**src/nrf_pkg.sv**
```systemverilog
// node request filter package: register map, reset values, carrier structs.
// assumes byte addressing on the register bus, one aligned word per register.
// Contract
// RULE1 - lower async bitmap: bit n accepts async requests from local node n.
// RULE2 - lower async bitmap has set and clear words, both read back the bitmap.
// RULE3 - all filter bits leave reset at zero, so nothing is enabled.
// RULE4 - upper physical bits 30..19 route local nodes 62..51 to the physical context.
// RULE5 - physical-bound packets check async filter first, then the physical bitmap.
// RULE6 - physical bit zero sends the request to the async receive context.
// RULE7 - per-node comparison applies only to sources on the local bus.
// RULE8 - remote-bus packets go unacknowledged unless upper physical bit 31 is set.
// RULE9 - with upper physical bit 31 set, every remote-bus request is accepted.
// RULE10 - upper physical bit 31 survives host bus reset, other bits clear.
// RULE11 - upper physical bitmap has a set word at its offset, reads the bitmap.
// RULE12 - upper async bitmap covers nodes 32..62 plus remote bit, own set/clear; bit 31 here is stored but gates no request.
// RULE13 - set writes set the one bits, clear writes clear them, zeros ignored.
package nrf_pkg;

  // register byte offsets
  localparam logic [8:0] NRF_ASYNC_HI_SET = 9'h100;
  localparam logic [8:0] NRF_ASYNC_HI_CLR = 9'h104;
  localparam logic [8:0] NRF_ASYNC_LO_SET = 9'h108;
  localparam logic [8:0] NRF_ASYNC_LO_CLR = 9'h10C;
  localparam logic [8:0] NRF_PHYS_HI_SET = 9'h110;
  localparam logic [8:0] NRF_PHYS_HI_CLR = 9'h114;

  // field layout and reset values
  localparam int NRF_REMOTE_BIT = 31;
  localparam int NRF_PHYS_NODE_LSB = 19;
  localparam int NRF_PHYS_NODE_MSB = 30;
  localparam int NRF_PHYS_NODE_W = 12;
  localparam logic [31:0] NRF_MAP_RST = 32'h0000_0000;
  localparam logic [11:0] NRF_PHYS_NODE_RST = 12'h000;
  localparam logic NRF_REMOTE_RST = 1'b0;
  localparam logic [31:0] NRF_READ_UNMAPPED = 32'h0000_0000;

  // node id layout: bus in [15:6], node in [5:0]
  localparam logic [9:0] NRF_LOCAL_BUS_ALIAS = 10'h3FF;
  localparam logic [5:0] NRF_BROADCAST_NODE = 6'h3F;

  // request arriving from the serial bus receive side
  typedef struct packed {
    logic valid;
    logic phys;
    logic [15:0] src_id;
  } nrf_req_t;

  // filter decision handed to the receive contexts
  typedef struct packed {
    logic valid;
    logic accept;
    logic to_phys;
    logic to_async;
  } nrf_dec_t;

endpackage

```
**src/nrf_filter.sv**
```systemverilog
// node request filter: set/clear bitmaps on an avalon-mm slave and the
// per-request accept and routing decision.
// assumes requests arrive synchronous to i_sys_clk, one per cycle at most,
// and that i_por_n is a power-on reset released no later than i_rst_n.
`timescale 1ns/1ps
module nrf_filter
  import nrf_pkg::*;
#(
  parameter int ADDR_W = 9
) (
  input wire logic i_sys_clk, // 250 MHz system clock
  input wire logic i_rst_n, // host bus reset, async, active low
  input wire logic i_por_n, // power-on reset, async, active low
  input wire logic [ADDR_W-1:0] i_avs_address, // byte address
  input wire logic i_avs_read, // read request
  input wire logic i_avs_write, // write request
  input wire logic [31:0] i_avs_writedata, // write data
  input wire logic [3:0] i_avs_byteenable, // byte lanes
  output logic [31:0] o_avs_readdata, // read data
  output logic o_avs_waitrequest, // low marks completion
  input wire logic [9:0] i_local_bus_id, // our own bus number
  input wire nrf_req_t i_req, // incoming request
  output nrf_dec_t o_dec // registered decision
);

  typedef enum logic [1:0] {
    NRF_BUS_IDLE = 2'b01,
    NRF_BUS_ACK = 2'b10
  } nrf_bus_state_t;

  nrf_bus_state_t state_r;
  nrf_bus_state_t state_nxt;
  logic waitreq_r;
  logic waitreq_nxt;
  logic [31:0] rdata_r;
  logic [31:0] rdata_nxt;
  logic [31:0] async_lo_r;
  logic [31:0] async_lo_nxt;
  logic [31:0] async_hi_r;
  logic [31:0] async_hi_nxt;
  logic [NRF_PHYS_NODE_W-1:0] phys_node_r;
  logic [NRF_PHYS_NODE_W-1:0] phys_node_nxt;
  logic phys_remote_r;
  logic phys_remote_nxt;
  nrf_dec_t dec_r;
  nrf_dec_t dec_nxt;

  logic req_on;
  logic wr_fire;
  logic [31:0] wmask;
  logic [31:0] phys_hi_view;
  logic [9:0] src_bus;
  logic [5:0] src_node;
  logic src_local;
  logic node_async_bit;
  logic node_phys_bit;

  // byte enables widened to a bit mask
  function automatic logic [31:0] nrf_be_mask(input logic [3:0] be);
    nrf_be_mask = {{8{be[3]}}, {8{be[2]}}, {8{be[1]}}, {8{be[0]}}};
  endfunction

  // one node's bit out of a 64-node bitmap
  function automatic logic nrf_map_bit(input logic [63:0] map, input logic [5:0] node);
    nrf_map_bit = map[node];
  endfunction

  // read view of a register at a byte address
  function automatic logic [31:0] nrf_read(input logic [ADDR_W-1:0] a,
                                           input logic [31:0] lo,
                                           input logic [31:0] hi,
                                           input logic [31:0] ph);
    case (a)
      NRF_ASYNC_HI_SET, NRF_ASYNC_HI_CLR: nrf_read = hi;
      NRF_ASYNC_LO_SET, NRF_ASYNC_LO_CLR: nrf_read = lo;
      NRF_PHYS_HI_SET, NRF_PHYS_HI_CLR: nrf_read = ph;
      default: nrf_read = NRF_READ_UNMAPPED;
    endcase
  endfunction

  // shared decode terms
  assign req_on = i_avs_read || i_avs_write;
  assign wr_fire = i_avs_write && (state_r == NRF_BUS_ACK);
  assign wmask = i_avs_writedata & nrf_be_mask(i_avs_byteenable);
  // physical nodes below 51 are not filtered here and read as zero
  assign phys_hi_view = {phys_remote_r, phys_node_r, 19'h0_0000};
  assign src_bus = i_req.src_id[15:6];
  assign src_node = i_req.src_id[5:0];
  assign src_local = (src_bus == NRF_LOCAL_BUS_ALIAS) || (src_bus == i_local_bus_id);
  assign node_async_bit = (src_node != NRF_BROADCAST_NODE)
                          && nrf_map_bit({async_hi_r, async_lo_r}, src_node);
  assign node_phys_bit = nrf_map_bit({1'b0, phys_node_r, 19'h0_0000, 32'h0000_0000},
                                     src_node);

  // bus handshake: take the request, answer one cycle later
  always_comb begin
    state_nxt = state_r;
    waitreq_nxt = 1'b1;
    rdata_nxt = rdata_r;
    case (state_r)
      NRF_BUS_IDLE: begin
        if (req_on) begin
          state_nxt = NRF_BUS_ACK;
          waitreq_nxt = 1'b0;
          rdata_nxt = i_avs_read ? nrf_read(i_avs_address, async_lo_r, async_hi_r,
                                            phys_hi_view) : NRF_READ_UNMAPPED;
        end
      end
      NRF_BUS_ACK: begin
        state_nxt = NRF_BUS_IDLE;
      end
      default: begin
        state_nxt = NRF_BUS_IDLE;
      end
    endcase
  end

  always_ff @(posedge i_sys_clk or negedge i_rst_n) begin
    if (!i_rst_n) begin
      state_r <= NRF_BUS_IDLE;
      waitreq_r <= 1'b1;
      rdata_r <= NRF_READ_UNMAPPED;
    end else begin
      state_r <= state_nxt;
      waitreq_r <= waitreq_nxt;
      rdata_r <= rdata_nxt;
    end
  end

  // filter bitmaps: writes land at the edge where waitrequest is low
  always_comb begin
    async_lo_nxt = async_lo_r;
    async_hi_nxt = async_hi_r;
    phys_node_nxt = phys_node_r;
    phys_remote_nxt = phys_remote_r;
    if (wr_fire) begin
      case (i_avs_address)
        // RULE1 RULE13 lower async set
        NRF_ASYNC_LO_SET: async_lo_nxt = async_lo_r | wmask;
        // RULE2 RULE13 lower async clear
        NRF_ASYNC_LO_CLR: async_lo_nxt = async_lo_r & ~wmask;
        // RULE12 upper async set
        NRF_ASYNC_HI_SET: async_hi_nxt = async_hi_r | wmask;
        // RULE12 upper async clear
        NRF_ASYNC_HI_CLR: async_hi_nxt = async_hi_r & ~wmask;
        // RULE4 RULE11 upper physical set
        NRF_PHYS_HI_SET: begin
          phys_node_nxt = phys_node_r | wmask[NRF_PHYS_NODE_MSB:NRF_PHYS_NODE_LSB];
          phys_remote_nxt = phys_remote_r | wmask[NRF_REMOTE_BIT];
        end
        NRF_PHYS_HI_CLR: begin
          phys_node_nxt = phys_node_r & ~wmask[NRF_PHYS_NODE_MSB:NRF_PHYS_NODE_LSB];
          phys_remote_nxt = phys_remote_r & ~wmask[NRF_REMOTE_BIT];
        end
        default: begin
          async_lo_nxt = async_lo_r;
        end
      endcase
    end
  end

  // RULE3 bitmaps cleared by host reset
  always_ff @(posedge i_sys_clk or negedge i_rst_n) begin
    if (!i_rst_n) begin
      async_lo_r <= NRF_MAP_RST;
      async_hi_r <= NRF_MAP_RST;
      phys_node_r <= NRF_PHYS_NODE_RST;
    end else begin
      async_lo_r <= async_lo_nxt;
      async_hi_r <= async_hi_nxt;
      phys_node_r <= phys_node_nxt;
    end
  end

  // RULE10 remote bit only on power-on
  always_ff @(posedge i_sys_clk or negedge i_por_n) begin
    if (!i_por_n) begin
      phys_remote_r <= NRF_REMOTE_RST;
    end else if (i_rst_n) begin
      phys_remote_r <= phys_remote_nxt;
    end
  end

  // request decision, one cycle after the request
  always_comb begin
    dec_nxt = '0;
    dec_nxt.valid = i_req.valid;
    if (i_req.valid) begin
      if (src_local) begin
        // RULE5 RULE7 async check first
        dec_nxt.accept = node_async_bit;
        // RULE4 RULE6 then physical routing
        dec_nxt.to_phys = node_async_bit && i_req.phys && node_phys_bit;
        dec_nxt.to_async = node_async_bit && !(i_req.phys && node_phys_bit);
      end else begin
        // RULE8 RULE9 remote gate
        dec_nxt.accept = phys_remote_r;
        dec_nxt.to_phys = phys_remote_r && i_req.phys;
        dec_nxt.to_async = phys_remote_r && !i_req.phys;
      end
    end
  end

  always_ff @(posedge i_sys_clk or negedge i_rst_n) begin
    if (!i_rst_n) begin
      dec_r <= '0;
    end else begin
      dec_r <= dec_nxt;
    end
  end

  assign o_avs_readdata = rdata_r;
  assign o_avs_waitrequest = waitreq_r;
  assign o_dec = dec_r;
endmodule

```
**config.mk**
```make
export PLATFORM = sky130hd
export DESIGN_NAME = nrf_filter
export DESIGN_NICKNAME = d
export VERILOG_FILES = /design/src/nrf_pkg.sv /design/src/nrf_filter.sv
export SDC_FILE = /design/constraint.sdc
export NUM_CORES = 1
export LEC_CHECK = 0
export ABC_AREA = 1
export ABC_CLOCK_PERIOD_IN_PS = 4200
export BUFFER_PORTS_ARGS = -buffer_cell sky130_fd_sc_hd__buf_2
export CAP_MARGIN = 20
export CORE_AREA = 2 2 130 132
export DETAILED_ROUTE_END_ITERATION = 8
export DIE_AREA = 0 0 132 134
export GPL_TIMING_DRIVEN = 0
export PLACE_DENSITY = 0.7
export REMOVE_ABC_BUFFERS = 1
export SKIP_CTS_REPAIR_TIMING = 1
export SYNTH_ARGS = -nofsm -noshare
export SYNTH_HDL_FRONTEND = slang
export SYNTH_SLANG_ARGS = --single-unit
```
**constraint.sdc**
```tcl
create_clock -name i_sys_clk -period 4.2 [get_ports i_sys_clk]
set_input_delay 0.21 -clock i_sys_clk [delete_from_list [all_inputs] [get_ports i_sys_clk]]
set_output_delay 0.21 -clock i_sys_clk [all_outputs]
set_load 0.01 [all_outputs]
```
==> key figures <==
Status
  • Status: complete, no violations

Timing
  • Final TNS setup: 0 ns
  • Rel. slew slack: 0.331
  • Final worst path period share: 0.643
  • Post-route minimum period: 2.70 ns
  • Final Slew Violations: 0
  • Worst Clk Skew: 0.0110 ns
  • Slew @ Worst Pin: 0.999 ns
  • Unrepaired setup endpoints after global routing: false
  • Final setup fails: 0
  • Achievable clock frequency: 370 MHz
  • Final Hold Fails: 0
  • Min setup slack post-route: 1.50 ns

Logic synthesis
  • Netlist Area Pre-Place: 6420 µm²
  • Cells after synthesis: 923
  • Yosys warns: 0
  • Post-synth top area cell: dfrtp_1
  • Netlist cell types: 30
  • Synth top area share: 0.444
  • Area contributors post-synth: dfrtp_1 (44%), nand2_1 (17%), inv_1 (10%)
  • Mean post-synth cell area: 6.96 µm²
  • Register area share after synthesis: 0.452
  • Seq cells post-synth: 116

Global routing
  • Largest net degree at the start of global routing: 84
  • Antenna violations before repair: 1
  • Number of global-route vias before repair: 5,955
  • First-pass GRT wire length: 29,400 µm
  • Gr ovfl total: 0
  • Total GRT Usage: 0.213

Die
  • Initial Util: 0.394
  • Die footprint: 17,700 µm²
  • Core Area: 16,300 µm²
  • Die Wd: 132 µm
  • Num rows: 47
  • Die H: 134 µm
  • Io pins: 115

Detailed routing
  • Iteration-0 DRC Markers: 560
  • Routed Wire Length: 18,400 µm
  • Pre-antenna DRT Iters: 5
  • # DRC: 0
  • Antenna-violating nets left: 0
  • WL/cell: 14.6 µm
  • DR vias/cell: 4.89
  • Via count: 6,150

Setup path
  • Critical Path Most Common Cell: nand2_1
  • Cell Chain, Critical Path: buf_2 -> nor2_2 -> nand2_1 -> nor3_4 -> nand3_2 -> nor2_4 -> nand2_1 -> mux2_2
  • Buf+Inv Stages, Crit Path: 1
  • Crit-path max FO: 32
  • WP data required: 4.51 ns
  • Setup CP Type: in -> reg
  • Startpoint types: primary input
  • Critical path capture point type: register
  • CP max stage cell: nor2_4
  • Largest delay share family, worst path: simple AND/OR/NAND/NOR gates
  • Worst EP arrival: 3.01 ns
  • CP peak stage delay: 1.04 ns

Place
  • Dpl ws: 1.12 ns
  • Hpwl dp: 12,200 µm
  • Placer Congestion: 0.827
  • Port Buffers: 114
  • Placed Area: 7190 µm²

Final layout
  • Antenna Cells: 0
  • Layout area overhead: 22.9%
  • Final std cell area, no fill: 7900 µm²
  • Final net count: 1,103
  • Share of cells above drive strength 1: 0.157

Clocking
  • CTS tree: built
  • Maximum clock insertion buffer count: 2
  • CTS Buf Count: 17
  • Clock sinks: 116
  • CTS clk-pin slew, worst paths: 0.05 ns
  • Root Buffer: clkbuf_16
  • Clk_lat worst skew: 0.43 ns
  • H-tree depth: 4

Power and ir drop
  • Max VDD drop: 0.307 mV
  • Lkg Pwr: 4.23 nW
  • Pwr Density: 393 nW/µm²

Hold path
  • Worst min-delay path class: in -> reg

Run
  • Max-cap violations: 0
## layout by cell type, fill, tap and decap left out, drive strengths merged
master	instances
inv	172
nand2	295
clkbuf	22
dfstp	2
a21oi	59
nand3	44
xnor2	2
clkinv	5
o21ai	64
o211ai	2
nor3	7
dfrtp	114
mux2	4
nor2	66
nand4	9
buf	118
nor4	1
o22ai	33
or2	1
clkinvlp	1
xor2	5
bufinv	6
dlygate4sd3	4
nand3b	2
## power breakdown
part	total, W	leakage, nW	internal [W]	switching, W
sequential	0.00115	1.25	0.00114	0.00000592
combinational	0.000296	2.65	0.0000824	0.000214
clock	0.00166	0.324	0.00114	0.000518
## cells in the mapped netlist
master	number
clkbuf_1	22
nor2_2	4
mux2_2	4
nand3_2	1
o21ai_0	43
or2_2	1
nor2_4	1
nand3_4	1
buf_1	3
inv_1	172
buf_6	1
o22ai_1	33
a21oi_1	59
nand2_1	295
xnor2_1	2
dfstp_2	2
nand3b_1	2
nand3_1	42
buf_2	8
nand4_1	9
o21ai_1	21
nor2_1	61
buf_4	5
nor4_1	1
xor2_1	5
nor3_4	1
clkinv_1	2
nor3_1	6
dfrtp_1	114
o211ai_1	2
## final cells by class
| type | instances | area, µm² |
|---|---|---|
| clock inverters | 10 | 203 |
| fillers | 1590 | 8390 |
| inverters | 174 | 653 |
| well taps | 220 | 275 |
| repair buffers | 122 | 694 |
| clock buffers | 22 | 464 |
| flip-flops and latches | 116 | 2910 |
| multi-input cells | 594 | 2700 |
## cells by family after synthesis
family | count (synthesis) | synth area share
DFF | 116 | 0.452
xor gates and xnor gates | 7 | 0.00954
muxes | 4 | 0.00701
buffers and inverters | 213 | 0.130
AOI/OAI and AO/OA | 158 | 0.130
and+or+nand+nor | 425 | 0.271
## per-stage QoR
stage / utilization / instances / hold slack, ns / power (W)
4_1_cts: 0.482 / 1254 / -0.464 / 0.00311
2_1_floorplan: - / 884 / -0.0856 / 0.00131
3_3_place_gp: 0.435 / 1218 / -0.0145 / 0.00144
6_report: 0.485 / 1258 / 0.0318 / 0.00310
5_1_grt: 0.485 / 1258 / 0.0454 / 0.00320
3_5_place_dp: 0.441 / 1222 / -0.0135 / 0.00146
## path summary, 6_finish.rpt
check                                  start                  to  slack [ns]  cells after the start
setup reg to reg                  state_r[0]  o_avs_readdata[25]        1.74                      6
hold / removal                     i_req[16]            o_dec[1]        0.03                      3
hold reg to reg            o_avs_readdata[9]   o_avs_readdata[9]        0.47                      2
min in group asynchronous            i_por_n           async pin        0.10                      2
setup / recovery            i_avs_address[7]            register        1.50                      8
max in group asynchronous            i_rst_n  o_avs_readdata[24]        3.24                      3
## routing by layer
layer  part of all wire  vias up  GRT usage
met5            0.00065        -          0
met2               0.47      212      0.347
li1                   -     3073          -
met1               0.45     2826      0.272
met4              0.024        2     0.0972
met3              0.064       37     0.0461
## tightest hold or removal path: cells and delay by family
kind	cells	cell delay (ns)
buffers and inverters	1	0.09
AND/OR/NAND/NOR	2	0.11
Power figures use the tool's default switching activity.
